<file path="config.mk">
export PLATFORM = sky130hd
export DESIGN_NAME = pcg_top
export DESIGN_NICKNAME = d
export VERILOG_FILES = /design/src/pcg_pkg.sv /design/src/pcg_top.sv /design/src/pcg_edge_count.sv /design/src/pcg_clk_div.sv
export SDC_FILE = /design/constraint.sdc
export NUM_CORES = 1
export LEC_CHECK = 0
export BUFFER_PORTS_ARGS = -buffer_cell sky130_fd_sc_hd__buf_2
export CORE_ASPECT_RATIO = 1.2
export CORE_MARGIN = 2
export CORE_UTILIZATION = 45
export CTS_BUF_LIST = sky130_fd_sc_hd__clkbuf_4 sky130_fd_sc_hd__clkbuf_8 sky130_fd_sc_hd__clkbuf_16
export DETAILED_ROUTE_END_ITERATION = 6
export PLACE_DENSITY = 0.68
export SLEW_MARGIN = 10
export SYNTH_ARGS = -nofsm -noshare
export SYNTH_HDL_FRONTEND = slang
export SYNTH_HIERARCHICAL = 1
export SYNTH_SLANG_ARGS = --single-unit
</file>
<file path="constraint.sdc">
create_clock -name i_ref_clk -period 1.85 [get_ports i_ref_clk]
set_input_delay 0.185 -clock i_ref_clk [delete_from_list [all_inputs] [get_ports i_ref_clk]]
set_output_delay 0.185 -clock i_ref_clk [all_outputs]
set_load 0.02 [all_outputs]
</file>
<file path="src/pcg_pkg.sv">
/*
 * Package for the clock generator control block: register offsets, field
 * positions, reset values and structs. Assumes an 8-bit register port.
 */
package pcg_pkg;

    localparam logic [2:0] OFF_CTRL = 3'h0;
    localparam logic [2:0] OFF_BW = 3'h1;
    localparam logic [2:0] OFF_MUL_HI = 3'h2;
    localparam logic [2:0] OFF_MUL_LO = 3'h3;
    localparam logic [2:0] OFF_VRS = 3'h4;

    // Control register bit positions
    localparam int CTL_IE = 7;
    localparam int CTL_FLAG = 6;
    localparam int CTL_ON = 5;
    localparam int CTL_BCS = 4;
    localparam int CTL_PRE = 2;
    localparam int CTL_VPR = 0;

    // Bandwidth register bit positions
    localparam int BW_AUTO = 7;
    localparam int BW_LOCK = 6;
    localparam int BW_ACQ = 5;

    localparam logic [11:0] MUL_RST = 12'h040;
    localparam logic [7:0] VRS_RST = 8'h40;
    localparam logic [1:0] PRE_RST = 2'h0;
    localparam logic [1:0] VPR_RST = 2'h0;

    // Clock dividers and switchover settle count
    localparam logic [1:0] OSC_DIV = 2'h2;
    localparam logic [1:0] VCO_DIV = 2'h3;
    localparam logic [1:0] SWITCH_EDGES = 2'h3;

    typedef struct packed {
        logic [1:0] prescale_field;
        logic [1:0] vco_pow2_range_field;
        logic [11:0] feedback_multiplier;
        logic [7:0] vco_linear_range;
        logic pll_enable;
        logic acquire_track_bit;
        logic auto_mode;
    } pcg_cfg_t;

endpackage

</file>
<file path="src/pcg_top.sv">
/*
 * Clock generator control: registers, write protection, lock-change flag,
 * base clock selection and glitch-free switchover. Assumes the oscillator
 * and VCO clocks and the lock/track status arrive as levels synchronous to
 * i_ref_clk, and a register port with read data one cycle after the strobe.
 */
`timescale 1ns/1ps
// Contract
// RL1: Output from oscillator divided by two, or VCO divided by three.
// RL2: Output has even duty and is half the oscillator rate or a third of the VCO rate.
// RL3: Output held static while switching, three edges of each clock.
// RL4: Source select cannot be set while the PLL is off.
// RL5: PLL cannot be turned off while source select is set.
// RL6: Software turns PLL on, then sets source select, in two writes.
// RL7: Interrupt enable ignores writes and reads zero in manual mode.
// RL8: Lock change sets flag; irq while flag and enable both set.
// RL9: Flag reads zero in manual mode; reset clears it.
// RL10: Any read of control register clears the flag; a lock change in the same cycle sets it instead.
// RL11: Reset turns PLL on and selects the oscillator path.
// RL12: Prescale field locked while PLL on; resets to zero.
// RL13: VCO power-of-two range locked while PLL on; resets to zero.
// RL14: Software never writes range code three.
// RL15: Auto bandwidth bit resets to zero; manual needs acquire cleared first.
// RL16: Lock indicator follows lock in auto mode, zero in manual.
// RL17: Software always writes zero to the lock bit.
// RL18: Acquire bit read-only status in auto, writable control in manual.
// RL19: Manual acquire value kept while auto and restored afterwards.
// RL20: Twelve-bit multiplier, zero acts as one, resets to 64.
// RL21: Multiplier registers locked while PLL on.
// RL22: Linear range register locked while PLL on, resets to 64.
// RL23: Zero linear range disables PLL and forces oscillator source.
// RL24: Undefined bits read zero; registers are eight bits wide.
module pcg_top (
    input wire logic i_ref_clk,
    input wire logic i_sys_rst,
    input wire logic i_clk_en,
    input wire logic i_osc_clock,
    input wire logic i_vco_clock,
    input wire logic i_vco_locked,
    input wire logic i_vco_tracking,
    input wire logic [2:0] i_addr,
    input wire logic [7:0] i_wdata,
    input wire logic i_wr,
    input wire logic i_rd,
    output logic [7:0] o_rdata,
    output logic o_base_clock_out,
    output logic o_pll_irq_out,
    output logic o_pll_active,
    output logic [11:0] o_mul_eff,
    output pcg_pkg::pcg_cfg_t o_cfg
);
    typedef enum logic [2:0] {
        SEL_OSC = 3'b001,
        SEL_WAIT = 3'b010,
        SEL_VCO = 3'b100
    } pcg_sel_t;

    logic ie_q;
    logic flag_q;
    logic on_q;
    logic bcs_q;
    logic [1:0] pre_q;
    logic [1:0] vpr_q;
    logic auto_q;
    logic acq_man_q;
    logic lock_q;
    logic [11:0] mul_q;
    logic [7:0] vrs_q;
    logic [7:0] rdata_q;
    logic out_q;
    pcg_sel_t sel_q;
    pcg_sel_t sel_d;

    wire wr_ctrl = i_wr && i_addr == pcg_pkg::OFF_CTRL;
    wire wr_bw = i_wr && i_addr == pcg_pkg::OFF_BW;
    wire wr_hi = i_wr && i_addr == pcg_pkg::OFF_MUL_HI;
    wire wr_lo = i_wr && i_addr == pcg_pkg::OFF_MUL_LO;
    wire wr_vrs = i_wr && i_addr == pcg_pkg::OFF_VRS;
    wire rd_ctrl = i_rd && i_addr == pcg_pkg::OFF_CTRL;
    wire vrs_zero = (vrs_q == 8'h00);
    wire pll_run = on_q && !vrs_zero; // [RL23]
    wire lock_now = auto_q && pll_run && i_vco_locked; // [RL16]
    wire acq_vis = auto_q ? (pll_run && i_vco_tracking) : acq_man_q; // [RL18]
    wire w_on = i_wdata[pcg_pkg::CTL_ON];
    wire w_bcs = i_wdata[pcg_pkg::CTL_BCS];
    // New select only when PLL already on and range nonzero
    wire bcs_next = w_bcs && on_q && !vrs_zero; // [RL4] [RL23]
    // Clearing PLL refused while source select is set, even by the write clearing it
    wire on_next = w_on || bcs_q; // [RL5]
    wire lock_chg = lock_now != lock_q; // [RL8]
    // Bandwidth mode as it stands after this edge
    wire auto_d = wr_bw ? i_wdata[pcg_pkg::BW_AUTO] : auto_q;

    // Control register
    always_ff @(posedge i_ref_clk) begin
        if (i_sys_rst) begin
            ie_q <= 1'b0; // [RL7]
            on_q <= 1'b1; // [RL11]
            bcs_q <= 1'b0; // [RL11]
            pre_q <= pcg_pkg::PRE_RST; // [RL12]
            vpr_q <= pcg_pkg::VPR_RST; // [RL13]
        end else if (i_clk_en) begin
            if (!auto_d) begin
                ie_q <= 1'b0; // [RL7]
            end else if (wr_ctrl) begin
                ie_q <= i_wdata[pcg_pkg::CTL_IE];
            end
            if (vrs_zero) begin
                bcs_q <= 1'b0; // [RL23]
            end else if (wr_ctrl) begin
                bcs_q <= bcs_next;
            end
            if (wr_ctrl) begin
                on_q <= on_next;
                if (!on_q) begin
                    pre_q <= i_wdata[pcg_pkg::CTL_PRE +: 2]; // [RL12]
                    vpr_q <= i_wdata[pcg_pkg::CTL_VPR +: 2]; // [RL13]
                end
            end
        end
    end

    // Lock tracking and flag; a change wins over a read clear
    always_ff @(posedge i_ref_clk) begin
        if (i_sys_rst) begin
            lock_q <= 1'b0; // [RL16]
            flag_q <= 1'b0; // [RL9]
        end else if (i_clk_en) begin
            lock_q <= lock_now;
            if (!auto_d) begin
                flag_q <= 1'b0; // [RL9]
            end else if (lock_chg) begin
                flag_q <= 1'b1; // [RL8]
            end else if (rd_ctrl) begin
                flag_q <= 1'b0; // [RL10]
            end
        end
    end

    // Bandwidth register; manual acquire value survives auto mode
    always_ff @(posedge i_ref_clk) begin
        if (i_sys_rst) begin
            auto_q <= 1'b0; // [RL15]
            acq_man_q <= 1'b0; // [RL18]
        end else if (i_clk_en && wr_bw) begin
            auto_q <= i_wdata[pcg_pkg::BW_AUTO]; // [RL15]
            if (!auto_q) begin
                acq_man_q <= i_wdata[pcg_pkg::BW_ACQ]; // [RL19]
            end
        end
    end

    // Multiplier and range registers, locked while PLL on
    always_ff @(posedge i_ref_clk) begin
        if (i_sys_rst) begin
            mul_q <= pcg_pkg::MUL_RST; // [RL20]
            vrs_q <= pcg_pkg::VRS_RST; // [RL22]
        end else if (i_clk_en && !on_q) begin
            if (wr_hi) begin
                mul_q[11:8] <= i_wdata[3:0]; // [RL21]
            end
            if (wr_lo) begin
                mul_q[7:0] <= i_wdata; // [RL21]
            end
            if (wr_vrs) begin
                vrs_q <= i_wdata; // [RL22]
            end
        end
    end

    // Read mux; undefined bits zero
    wire [7:0] rd_ctrl_v = {ie_q, flag_q && auto_q, on_q, bcs_q, 2'h0, 2'h0} | // [RL9]
        {4'h0, pre_q, vpr_q};
    wire [7:0] rd_bw_v = {auto_q, lock_q && auto_q, acq_vis, 5'h00}; // [RL16] [RL24]
    wire [7:0] rd_mux = (i_addr == pcg_pkg::OFF_CTRL) ? rd_ctrl_v :
        (i_addr == pcg_pkg::OFF_BW) ? rd_bw_v :
        (i_addr == pcg_pkg::OFF_MUL_HI) ? {4'h0, mul_q[11:8]} :
        (i_addr == pcg_pkg::OFF_MUL_LO) ? mul_q[7:0] :
        (i_addr == pcg_pkg::OFF_VRS) ? vrs_q : 8'h00; // [RL24]

    always_ff @(posedge i_ref_clk) begin
        if (i_sys_rst) begin
            rdata_q <= 8'h00;
        end else if (i_clk_en) begin
            rdata_q <= i_rd ? rd_mux : 8'h00;
        end
    end

    // Source dividers and switchover counters
    logic osc_tick;
    logic vco_tick;
    logic osc_done;
    logic vco_done;
    wire arm = (sel_q != SEL_WAIT) && ((sel_q == SEL_VCO) != bcs_q);

    pcg_clk_div #(.DIV(pcg_pkg::OSC_DIV)) u_osc_div (
        .i_ref_clk(i_ref_clk),
        .i_sys_rst(i_sys_rst),
        .i_clk_en(i_clk_en),
        .i_src(i_osc_clock),
        .o_tick(osc_tick)
    );

    pcg_clk_div #(.DIV(pcg_pkg::VCO_DIV)) u_vco_div (
        .i_ref_clk(i_ref_clk),
        .i_sys_rst(i_sys_rst),
        .i_clk_en(i_clk_en),
        .i_src(i_vco_clock),
        .o_tick(vco_tick)
    );

    pcg_edge_count #(.COUNT(pcg_pkg::SWITCH_EDGES)) u_osc_cnt (
        .i_ref_clk(i_ref_clk),
        .i_sys_rst(i_sys_rst),
        .i_clk_en(i_clk_en),
        .i_src(i_osc_clock),
        .i_arm(arm),
        .o_done(osc_done)
    );

    pcg_edge_count #(.COUNT(pcg_pkg::SWITCH_EDGES)) u_vco_cnt (
        .i_ref_clk(i_ref_clk),
        .i_sys_rst(i_sys_rst),
        .i_clk_en(i_clk_en),
        .i_src(i_vco_clock),
        .i_arm(arm),
        .o_done(vco_done)
    );

    // Select sequencer
    always_comb begin
        sel_d = sel_q;
        unique case (sel_q)
            SEL_OSC: begin
                if (bcs_q) begin
                    sel_d = SEL_WAIT;
                end
            end
            SEL_VCO: begin
                if (!bcs_q) begin
                    sel_d = SEL_WAIT;
                end
            end
            SEL_WAIT: begin
                if (osc_done && vco_done) begin // [RL3]
                    sel_d = bcs_q ? SEL_VCO : SEL_OSC;
                end
            end
            default: begin
                sel_d = SEL_OSC;
            end
        endcase
    end

    wire out_tick = (sel_q == SEL_OSC) ? osc_tick :
        (sel_q == SEL_VCO) ? vco_tick : 1'b0; // [RL1] [RL3]

    always_ff @(posedge i_ref_clk) begin
        if (i_sys_rst) begin
            sel_q <= SEL_OSC; // [RL11]
            out_q <= 1'b0;
        end else if (i_clk_en) begin
            sel_q <= sel_d;
            if (out_tick) begin
                out_q <= ~out_q; // [RL2]
            end
        end
    end

    assign o_rdata = rdata_q;
    assign o_base_clock_out = out_q;
    assign o_pll_irq_out = flag_q && ie_q; // [RL8]
    assign o_pll_active = pll_run;
    assign o_mul_eff = (mul_q == 12'h000) ? 12'h001 : mul_q; // [RL20]
    assign o_cfg = '{prescale_field: pre_q, vco_pow2_range_field: vpr_q,
        feedback_multiplier: mul_q, vco_linear_range: vrs_q,
        pll_enable: pll_run, acquire_track_bit: acq_vis, auto_mode: auto_q};
endmodule

</file>
<file path="src/pcg_edge_count.sv">
/*
 * Counts rising edges of a sampled source clock once arming has cleared it; done after a
 * set count. Assumes the source level is synchronous to i_ref_clk.
 */
`timescale 1ns/1ps
module pcg_edge_count #(
    parameter logic [1:0] COUNT = 2'h3
) (
    input wire logic i_ref_clk,
    input wire logic i_sys_rst,
    input wire logic i_clk_en,
    input wire logic i_src,
    input wire logic i_arm,
    output logic o_done
);
    logic src_q;
    logic [1:0] cnt_q;
    wire rise = i_src & ~src_q;

    always_ff @(posedge i_ref_clk) begin
        if (i_sys_rst) begin
            src_q <= 1'b0;
            cnt_q <= 2'h0;
        end else if (i_clk_en) begin
            src_q <= i_src;
            if (i_arm) begin
                cnt_q <= 2'h0;
            end else if (rise && cnt_q != COUNT) begin
                cnt_q <= cnt_q + 2'h1;
            end
        end
    end

    assign o_done = (cnt_q == COUNT);
endmodule

</file>
<file path="src/pcg_clk_div.sv">
/*
 * Divides a sampled source clock by a small count, counting both its edges.
 * Assumes the source level is synchronous to i_ref_clk.
 */
`timescale 1ns/1ps
module pcg_clk_div #(
    parameter logic [1:0] DIV = 2'h2
) (
    input wire logic i_ref_clk,
    input wire logic i_sys_rst,
    input wire logic i_clk_en,
    input wire logic i_src,
    output logic o_tick
);
    logic src_q;
    logic [1:0] cnt_q;
    wire flip = i_src ^ src_q;

    always_ff @(posedge i_ref_clk) begin
        if (i_sys_rst) begin
            src_q <= 1'b0;
            cnt_q <= 2'h0;
        end else if (i_clk_en) begin
            src_q <= i_src;
            if (flip) begin
                cnt_q <= (cnt_q == DIV - 2'h1) ? 2'h0 : cnt_q + 2'h1;
            end
        end
    end

    // One pulse per DIV source edges
    assign o_tick = flip && (cnt_q == DIV - 2'h1);
endmodule

</file>
==> qor.yml, run 1 <==
status:
  outcome: "finished, final reports clean"
setup_path:
  crit_type: "flop to primary output"
  required_ns: 1.66
  critPathLaunch: "vrs_q[3]$_SDFFE_PP0P_"
  start_kind: "flop"
  reg2reg_from: "sel_q[0]$_SDFFE_PP1P_"
  end_kind: "primary output"
  worstPathMaxFanout: 4
  arrival_ns: 1.56
logic_synthesis:
  synth.distinct_cells: 63
  ys_ff_latch: 55
  syn_area_sq_um: 2800
  synth-main-ff-cell: "dfxtp_1"
  yosysSeqAreaShare: 0.393
  yosysWarnings: 6
  postSynth.asyncResetShare: 0
  syn_avg_cell_area_sq_um: 9.25
  synthesis.instances: 303
  syn-num-nets: 326
  synth_edf_count: 0
hold_path:
  hold_start: "i_wdata[6]"
  min_path_type: "input port to flop"
layout:
  nNetsFinal: 382
  utilization: 0.550
  drive_above_1_share: 0.303
  design_area_sq_um: 3310
  final_common_cell: "buf_2"
  fillerInstances: 568
  area_growth_pct: 18.0
  diodes: 0
  final_cell_mix: "69 x buf_2, 54 x dfxtp_1, 37 x nor2_1"
clocking:
  cts_made_buffers: 5
  cts_tree: "done"
  root_buffer: "clkbuf_8"
  clk_latency_ns: 0.32
  clockBufferDepth: 2
  htreeDepth: 2
  post_cts_buffers: 0
  cts.sinks: 55
  clk_pin_slew_ns: 0.10
  ctsHoldBuffers: 0
place:
  portBuffers: 69
  routabilityCongestion: 0.799
  pre_cts_ws_ns: 0.0860
  dp_hpwl_um: 4930
  place_area_sq_um: 3170
grt:
  antenna_found_initial: 0
  grt_max_degree: 34
  grt-ovfl-total: 0
  grt_pass1_vias: 2259
  grt_use_total: 0.194
  grt_pass1_wl_um: 10900
sta:
  layout_setup_ws_ns: 0.100
  final_max_slew_viol_count: 0
  holdWs_ns: 0.103
  worstMarginPinSlew_ns: 0.439
  fin_crit_sh: 0.946
  fin_worst_skew_ns: 0.00603
  relSlewSlack: 0.707
  setup_violations: 0
  fin_crit_ns: 1.75
  hold_violations: 0
  fmax_mhz: 571
drt:
  vias_per_cell: 5.43
  ant_nets: 0
  finalWirelength_um: 6640
  wire_per_inst_um: 15.0
  drt-initial-drc-count: 106
  num_vias: 2401
  drtPass1Iterations: 4
  drc_errors: 0
floorplan:
  boundaryPins: 70
  die-area_sq_um: 6880
  start_util: 0.466
  die_h_um: 90.5
  fp.dieW_um: 76.0
  core-area_sq_um: 6010
  fp-row-count: 31
power_and_ir_drop:
  p_leak_nw: 1.38
  power_density_nw_per_um2: 653
  power_mw: 2.16
  vdd_drop_max_mv: 0.426
flow_run:
  maxCapViolations: 0
[metrics by stage]
step	std cells	TNS (ns)
final	442	0
after detailed placement	434	0
after floorplan	303	0
after global placement	434	0
after CTS	442	0
after global routing	442	-0.0109
[cell usage after synthesis (all sizes together), types with 2 or more instances]
cell type  count  share of area
nor2          41          0.061
ha             3          0.013
or2b           2         0.0054
nand4b         2         0.0063
nand3          5         0.0089
nor3           3         0.0071
or3            4          0.011
nor3b          4          0.017
a21boi         2         0.0054
nor2b          8          0.018
nand3b         3          0.012
inv           10          0.013
a31oi          2         0.0045
nand2         16          0.021
nand4bb        2         0.0080
nand2b         5          0.011
mux2i         32           0.11
a21oi         15          0.027
a31o           2         0.0063
buf           11          0.032
a22oi          2         0.0054
o21ai         10          0.018
clkbuf        17          0.023
nor4           5          0.011
a222oi         5          0.018
and2           2         0.0045
xnor2          2         0.0063
o41ai          6          0.024
o2bb2ai        6          0.019
dfxtp         55           0.39
[state kept, by name, indices dropped and copies added (netlist names), 2 cells and up]
signal           count
u_osc_cnt/cnt_q      2
vrs_q                8
sel_q                3
u_vco_cnt/cnt_q      2
u_osc_div/cnt_q      2
vpr_q                2
u_vco_div/cnt_q      2
mul_q               12
o_rdata              8
pre_q                2
[final timing paths]
| kind | endpoint | slack, ns | cells past startpoint |
|---|---|---|---|
| setup / recovery | o_cfg[1] | 0.10 | 5 |
| setup reg to reg | u_osc_cnt/cnt_q[0]$_SDFFE_PP0P_ | 0.10 | 6 |
| hold reg to reg | u_osc_div/cnt_q[1]$_SDFFE_PP0P_ | 0.44 | 2 |
| hold / removal | vrs_q[6]$_SDFFE_PP1P_ | 0.10 | 3 |
[power by group]
| group | internal [mW] | switching [mW] | total (mW) |
|---|---|---|---|
| Sequential | 1.21 | 0.0250 | 1.23 |
| Combinational | 0.103 | 0.142 | 0.244 |
| Clock | 0.265 | 0.417 | 0.682 |
[logic make-up after synthesis]
| logic type | share of synthesized area |
|---|---|
| AOI/OAI and AO/OA | 0.169 |
| DFF | 0.393 |
| buffers and inverters | 0.0683 |
| xor gates and xnor gates | 0.0121 |
| muxes | 0.114 |
| adders and majority gates | 0.0134 |
| and+or+nand+nor | 0.230 |
[timing repair]
item                       CTS  global route
gates cloned                 0             0
setup endpoints to repair    3             8
resized for setup            1             9
pin swaps                    0             3
[critical path, cell delays in order (launching register included)]
cell,delay [ns]
dfxtp_1,0.36
nor4_4,0.35
a21boi_2,0.12
a31oi_1,0.22
inv_1,0.05
buf_2,0.15
[area by class of cell]
| class | instances | area [sq um] | share of cell area |
|---|---|---|---|
| Multi-Input combinational cell | 210 | 1560 | 0.471 |
| Sequential cell | 55 | 1100 | 0.333 |
| Timing Repair Buffer | 77 | 418 | 0.126 |
| Tap cell | 82 | 103 | 0.0310 |
| Clock buffer | 5 | 68.8 | 0.0208 |
| Inverter | 10 | 37.5 | 0.0114 |
| Clock inverter | 3 | 20.0 | 0.00605 |
[routing by layer]
| layer | vias to the layer above | wire, um | part of all wire | GRT usage |
|---|---|---|---|---|
| met4 | 0 | 78 | 0.012 | 0.0545 |
| li1 | 1193 | - | - | - |
| met1 | 1136 | 2960 | 0.45 | 0.243 |
| met3 | 6 | 299 | 0.045 | 0.0390 |
| met2 | 66 | 3300 | 0.50 | 0.337 |
| met5 | - | 0 | 0 | 0 |
Note: power is estimated with default switching activity, not from simulation.
==> run 2: changes to the inputs <==
--- a/config.mk
+++ b/config.mk
@@ -6,7 +6,7 @@
 export NUM_CORES = 1
 export LEC_CHECK = 0
 export BUFFER_PORTS_ARGS = -buffer_cell sky130_fd_sc_hd__buf_2
-export CORE_ASPECT_RATIO = 1.2
+export CORE_ASPECT_RATIO = 2
 export CORE_MARGIN = 2
 export CORE_UTILIZATION = 45
 export CTS_BUF_LIST = sky130_fd_sc_hd__clkbuf_4 sky130_fd_sc_hd__clkbuf_8 sky130_fd_sc_hd__clkbuf_16
==> run 2 against run 1 <==
  * Critical path depth grew 1
  * Final cell count down 2.3%
  * Clock skew increased by 0.0018 ns
  * Die area up 0.53%
  * Total power rose by 13%
  * Sequential power barely moved
  * First-iteration DRC count up 2.8%
  * Clock power increased by 42%
  * Core utilization increased by 1.2 points
  * Final area rose by 2.1%
  * Global-route usage grew 3.1 points
  * Critical endpoint unchanged
==> qor.yml, run 2 (synthesis gave the netlist of run 1 again) <==
setup_path:
  end_kind: "primary output"  # unchanged
  arrival_ns: 1.58  # was 1.56 ns
  reg2reg_from: "vrs_q[2]$_SDFFE_PP0P_"  # was sel_q[0]$_SDFFE_PP1P_
  rrSetupSlack_ns: 0.10  # about the same
  r2r_end: "o_rdata[5]$_SDFFE_PP0P_"  # was u_osc_cnt/cnt_q[0]$_SDFFE_PP0P_
  required_ns: 1.66  # about the same
  worstPathMaxFanout: 4  # unchanged
  start_kind: "flop"  # unchanged
  crit_type: "flop to primary output"  # unchanged
  r2r_cells: 10  # was 6
sta:
  layout_setup_ws_ns: 0.0822  # was 0.100 ns
  relSlewSlack: 0.719  # was 0.707
  fin_crit_sh: 0.956  # was 0.946
  setup_violations: 0  # unchanged
  worstMarginPinSlew_ns: 0.421  # was 0.439 ns
  hold_violations: 0  # unchanged
  final_max_slew_viol_count: 0  # unchanged
  fin_crit_ns: 1.77  # was 1.75 ns
  fmax_mhz: 566  # was 571 MHz
  holdWs_ns: 0.127  # was 0.103 ns
  fin_worst_skew_ns: 0.00787  # was 0.00603 ns
clocking:
  clk_pin_slew_ns: 0.07  # was 0.10 ns
  htreeDepth: 2  # unchanged
  clockBufferDepth: 2  # unchanged
  root_buffer: "clkbuf_16"  # was clkbuf_8
  clk_latency_ns: 0.30  # was 0.32 ns
  cts.sinks: 55  # unchanged
  cts_made_buffers: 5  # unchanged
  cts_tree: "done"  # unchanged
flow_run:
  maxCapViolations: 0  # unchanged
layout:
  largest_register_ffs: 12  # unchanged
  top_register: "mul_q"  # unchanged
  fillerInstances: 559  # was 568
  final_common_cell: "buf_2"  # unchanged
  diodes: 0  # unchanged
  nNetsFinal: 391  # was 382
  drive_above_1_share: 0.312  # was 0.303
  area_growth_pct: 20.4  # was 18.0%
  final_cell_mix: "69 x buf_2, 54 x dfxtp_1, 37 x nor2_1"  # unchanged
floorplan:
  die_h_um: 116  # was 90.5 um
  fp-row-count: 40  # was 31
  die-area_sq_um: 6910  # was 6880 sq um
  fp.dieW_um: 59.8  # was 76.0 um
  start_util: 0.467  # was 0.466
  boundaryPins: 70  # unchanged
  core-area_sq_um: 6010  # about the same
place:
  pre_cts_ws_ns: 0.0620  # was 0.0860 ns
  dp_hpwl_um: 5610  # was 4930 um
  routabilityCongestion: 0.843  # was 0.799
  portBuffers: 69  # unchanged
grt:
  grt_pass1_vias: 2426  # was 2259
  grt-ovfl-total: 0  # unchanged
  grt_max_degree: 31  # was 34
  grt_pass1_wl_um: 11900  # was 10900 um
  grt_use_total: 0.224  # was 0.194
  antenna_found_initial: 0  # unchanged
hold_path:
  hold_start: "i_wdata[6]"  # unchanged
  hold_path_end: "mul_q[6]$_SDFFE_PP1P_"  # was vrs_q[6]$_SDFFE_PP1P_
  min_path_type: "input port to flop"  # unchanged
  worstHoldPathCells: 3  # unchanged
drt:
  drc_errors: 0  # unchanged
  met1_length_um: 2700  # was 2960 um
  ant_nets: 0  # unchanged
  wl_met3_um: 281  # was 299 um
  wire_per_inst_um: 16.7  # was 15.0 um
  highest_layer: "met4"  # unchanged
  met2_length_um: 4020  # was 3300 um
  drt-initial-drc-count: 109  # was 106
  vias_per_cell: 5.81  # was 5.43
  drtPass1Iterations: 4  # unchanged
  num_vias: 2510  # was 2401
  finalWirelength_um: 7220  # was 6640 um
power_and_ir_drop:
  p_leak_nw: 1.44  # was 1.38 nW
  power_density_nw_per_um2: 726  # was 653 nW/um^2
  vdd_drop_max_mv: 0.493  # was 0.426 mV
status:
  outcome: "finished, final reports clean"  # unchanged
run 2: through the flow:
step                      instance area (sq um)  utilization  TNS [ns]  total power [mW]  std cells
after global placement                     3160        0.527         0              1.50        419
after floorplan                            2800            -         0              1.42        303
final                                      3380        0.562         0              2.45        432
after detailed placement                   3160        0.527         0              1.50        419
after CTS                                  3360        0.559         0              2.47        432
after global routing                       3380        0.562   -0.0633              2.55        432
run 2: worst max-delay path, stage by stage (launching register included):
cell and delay [ns]:
dfxtp_1 0.35, nor4_2 0.27, buf_4 0.17, a21boi_2 0.07
a31oi_1 0.22, inv_1 0.06, buf_2 0.16
run 2: layer usage:
layer | global-route usage | up-vias
li1 | - | 1213
met3 | 0.0313 | 13
met4 | 0.107 | 0
met5 | 0 | -
met2 | 0.409 | 76
met1 | 0.242 | 1208
run 2: timing repair:
action,4_1_cts,5_1_grt
gates resized for setup,0,5
pin swaps,2,1
endpoints found under the setup margin,1,9
setup buffers,5,0
hold buffers,0,0
run 2: how the worst max path moves through the flow:
| stage | to | startpoint |
|---|---|---|
| 2_1_floorplan | o_cfg[1] | vrs_q[0]$_SDFFE_PP0P_ |
| 3_3_place_gp | u_vco_cnt/cnt_q[0]$_SDFFE_PP0P_ | sel_q[0]$_SDFFE_PP1P_ |
| 3_5_place_dp | u_vco_cnt/cnt_q[0]$_SDFFE_PP0P_ | sel_q[0]$_SDFFE_PP1P_ |
| 4_1_cts | o_cfg[1] | vrs_q[3]$_SDFFE_PP0P_ |
| 5_1_grt | u_vco_cnt/cnt_q[0]$_SDFFE_PP0P_ | sel_q[0]$_SDFFE_PP1P_ |
| 6_report | o_cfg[1] | vrs_q[3]$_SDFFE_PP0P_ |
run 2: where the power goes:
group | internal, mW | switching, mW
Sequential | 1.21 | 0.0237
Clock | 0.541 | 0.428
Combinational | 0.103 | 0.145
run 2: area by class of cell:
class	instances	area [sq um]	share of cell area
Multi-Input combinational cell	210	1530	0.453
Sequential cell	55	1100	0.327
Timing Repair Buffer	86	473	0.140
Clock buffer	6	139	0.0411
Tap cell	63	78.8	0.0234
Inverter	10	37.5	0.0111
Clock inverter	2	16.3	0.00482
==> run 3: changes to the inputs <==
--- a/config.mk
+++ b/config.mk
@@ -8,10 +8,11 @@
 export BUFFER_PORTS_ARGS = -buffer_cell sky130_fd_sc_hd__buf_2
 export CORE_ASPECT_RATIO = 2
 export CORE_MARGIN = 2
-export CORE_UTILIZATION = 45
+export CORE_UTILIZATION = 50
 export CTS_BUF_LIST = sky130_fd_sc_hd__clkbuf_4 sky130_fd_sc_hd__clkbuf_8 sky130_fd_sc_hd__clkbuf_16
 export DETAILED_ROUTE_END_ITERATION = 6
-export PLACE_DENSITY = 0.68
+export PLACE_DENSITY = 0.75
+export SETUP_SLACK_MARGIN = 0.15
 export SLEW_MARGIN = 10
 export SYNTH_ARGS = -nofsm -noshare
 export SYNTH_HDL_FRONTEND = slang
==> run 3 against run 2 <==
  * Sequential share of layout area is 0.23 points lower
  * Critical path depth down 1
  * Count of clock-buffer cells in the layout increased by 1
  * Critical endpoint unchanged
  * Largest cell class unchanged
==> qor.yml, run 3 (synthesis gave the netlist of run 1 again) <==
floorplan:
  boundaryPins: 70  # unchanged
  fp.dieW_um: 56.9  # was 59.8 um
  fp-row-count: 38  # was 40
  die-area_sq_um: 6260  # was 6910 sq um
  core-area_sq_um: 5420  # was 6010 sq um
  die_h_um: 110  # was 116 um
  start_util: 0.517  # was 0.467
drt:
  ant_nets: 0  # unchanged
  drtPass1Iterations: 7  # was 4
  drt-initial-drc-count: 118  # was 109
  num_vias: 2570  # was 2510
  drc_errors: 0  # unchanged
  wire_per_inst_um: 17.8  # was 16.7 um
  finalWirelength_um: 7720  # was 7220 um
  vias_per_cell: 5.92  # was 5.81
place:
  pre_cts_ws_ns: 0.0459  # was 0.0620 ns
  dp_hpwl_um: 5670  # was 5610 um
  routabilityCongestion: 0.806  # was 0.843
  portBuffers: 69  # unchanged
  place_area_sq_um: 3140  # was 3160 sq um
grt:
  grt_pass1_vias: 2574  # was 2426
  grt-ovfl-total: 0  # unchanged
  antenna_found_initial: 0  # unchanged
  grt_use_total: 0.250  # was 0.224
  grt_max_degree: 22  # was 31
  grt_pass1_wl_um: 12100  # was 11900 um
hold_path:
  hold_path_end: "vrs_q[6]$_SDFFE_PP1P_"  # was mul_q[6]$_SDFFE_PP1P_
  min_path_type: "input port to flop"  # unchanged
  hold_start: "i_wdata[6]"  # unchanged
  worstHoldPathCells: 3  # unchanged
setup_path:
  cp_cell_sequence: "nor4_4 -> a21boi_4 -> a31oi_2 -> inv_1 -> buf_6"  # was nor4_2 -> buf_4 -> a21boi_2 -> a31oi_1 -> inv_1 -> buf_2
  end_kind: "primary output"  # unchanged
  rrSetupSlack_ns: 0.14  # was 0.10 ns
  arrival_ns: 1.57  # was 1.58 ns
  worstPathMaxFanout: 4  # unchanged
  r2r_cells: 6  # was 10
  r2r_end: "u_vco_cnt/cnt_q[0]$_SDFFE_PP0P_"  # was o_rdata[5]$_SDFFE_PP0P_
  slowest_stage: "dfxtp_2"  # was dfxtp_1
  crit_type: "flop to primary output"  # unchanged
  critPathLaunch: "vrs_q[7]$_SDFFE_PP0P_"  # was vrs_q[3]$_SDFFE_PP0P_
  cp_top_family: "flip-flops"  # was buffers and inverters
  start_kind: "flop"  # unchanged
  cp_slowest_stage_delay_ns: 0.37  # was 0.35 ns
  worst-path-buf-inv: 2  # was 3
  reg2reg_from: "sel_q[0]$_SDFFE_PP1P_"  # was vrs_q[2]$_SDFFE_PP0P_
  required_ns: 1.66  # about the same
sta:
  setup_violations: 0  # unchanged
  relSlewSlack: 0.710  # was 0.719
  tns_ns: 0  # unchanged
  final_max_slew_viol_count: 0  # unchanged
  layout_setup_ws_ns: 0.0928  # was 0.0822 ns
  worstMarginPinSlew_ns: 0.433  # was 0.421 ns
  fmax_mhz: 569  # was 566 MHz
  fin_crit_ns: 1.76  # was 1.77 ns
  hold_violations: 0  # unchanged
  fin_worst_skew_ns: 0.00767  # was 0.00787 ns
  fin_crit_sh: 0.950  # was 0.956
  rsz0062_at_grt: "yes"
power_and_ir_drop:
  p_leak_nw: 1.48  # was 1.44 nW
  vdd_drop_max_mv: 0.786  # was 0.493 mV
  seqPwrFrac: 0.554  # was 0.503
  switching_share: 0.257  # was 0.244
  power_density_nw_per_um2: 647  # was 726 nW/um^2
  internal-power_mw: 1.65  # was 1.85 mW
  p_switching_uw: 571  # was 597 uW
  p_comb_frac: 0.116  # was 0.101
  p_clk_frac: 0.330  # was 0.396
clocking:
  root_buffer: "clkbuf_8"  # was clkbuf_16
  clk_pin_slew_ns: 0.10  # was 0.07 ns
  cts.sinks: 55  # unchanged
  htreeDepth: 2  # unchanged
  clk_latency_ns: 0.31  # was 0.30 ns
  cts_tree: "done"  # unchanged
  ctsHoldBuffers: 0  # unchanged
  clockBufferDepth: 2  # unchanged
  cts_made_buffers: 5  # unchanged
status:
  outcome: "finished, final reports clean"  # unchanged
layout:
  nNetsFinal: 396  # was 391
  largest_register_ffs: 12  # unchanged
  drive_above_1_share: 0.353  # was 0.312
  final_common_cell: "buf_2"  # unchanged
  top_register: "mul_q"  # unchanged
  design_area_sq_um: 3440  # was 3380 sq um
  diodes: 0  # unchanged
  seq_area_sq_um: 1110  # was 1100 sq um
  final_cell_mix: "68 x buf_2, 48 x dfxtp_1, 37 x nor2_1"  # was 69 x buf_2, 54 x dfxtp_1, 37 x nor2_1
  area_growth_pct: 22.7  # was 20.4%
  fillerInstances: 495  # was 559
  multi_input_area_sq_um: 1580  # was 1530 sq um
flow_run:
  maxCapViolations: 0  # unchanged
run 3: worst reg2reg max path, cell delays in order (launching register included):
cell	delay [ns]
dfxtp_4	0.37
or2b_1	0.26
nor2_2	0.12
ha_1	0.25
nor2b_4	0.15
or3_1	0.38
a21oi_2	0.12
run 3: final cells by class:
class	instances	share of cell area
Timing Repair Buffer	91	0.155
Multi-Input combinational cell	210	0.458
Clock buffer	7	0.0280
Tap cell	60	0.0218
Inverter	10	0.0109
Sequential cell	55	0.324
Clock inverter	1	0.00218
run 3: worst max path at each step:
| stage | end | slack [ns] | cells past startpoint |
|---|---|---|---|
| 2_1_floorplan | u_osc_cnt/cnt_q[0]$_SDFFE_PP0P_ | 0.18 | 6 |
| 3_3_place_gp | u_osc_cnt/cnt_q[0]$_SDFFE_PP0P_ | 0.10 | 6 |
| 3_5_place_dp | u_vco_cnt/cnt_q[0]$_SDFFE_PP0P_ | 0.05 | 6 |
| 4_1_cts | o_cfg[1] | 0.09 | 6 |
| 5_1_grt | o_cfg[1] | 0.04 | 6 |
| 6_report | o_cfg[1] | 0.09 | 5 |
run 3: power by group through the flow:
stage	Sequential (mW)	Combinational, mW	Clock (mW)
4_1_cts	1.23	0.247	0.739
6_report	1.23	0.258	0.733
5_1_grt	1.24	0.281	0.773
3_3_place_gp	1.26	0.238	0
3_5_place_dp	1.26	0.242	0
2_1_floorplan	1.26	0.162	0
run 3: per-layer routing:
layer | track usage | wire [um] | share of wire | vias to the layer above
li1 | - | - | - | 1224
met1 | 0.242 | 2680 | 0.35 | 1230
met2 | 0.481 | 4380 | 0.57 | 88
met3 | 0.0365 | 295 | 0.038 | 28
met4 | 0.150 | 370 | 0.048 | 0
met5 | 0 | 0 | 0 | -
run 3: stage by stage:
step	cells	util	total power [mW]	hold slack, ns
2_1_floorplan	303	-	1.42	0.254
3_3_place_gp	413	0.580	1.49	0.421
3_5_place_dp	413	0.580	1.50	0.430
4_1_cts	432	0.624	2.22	0.109
5_1_grt	434	0.634	2.29	0.141
6_report	434	0.634	2.22	0.105
run 3: timing repair:
| action | in CTS | in global routing |
|---|---|---|
| pin swaps | 5 | 3 |
| endpoints found under the setup margin | 7 | 5 |
| gates resized for setup | 16 | 10 |
| buffers inserted | 11 | 2 |
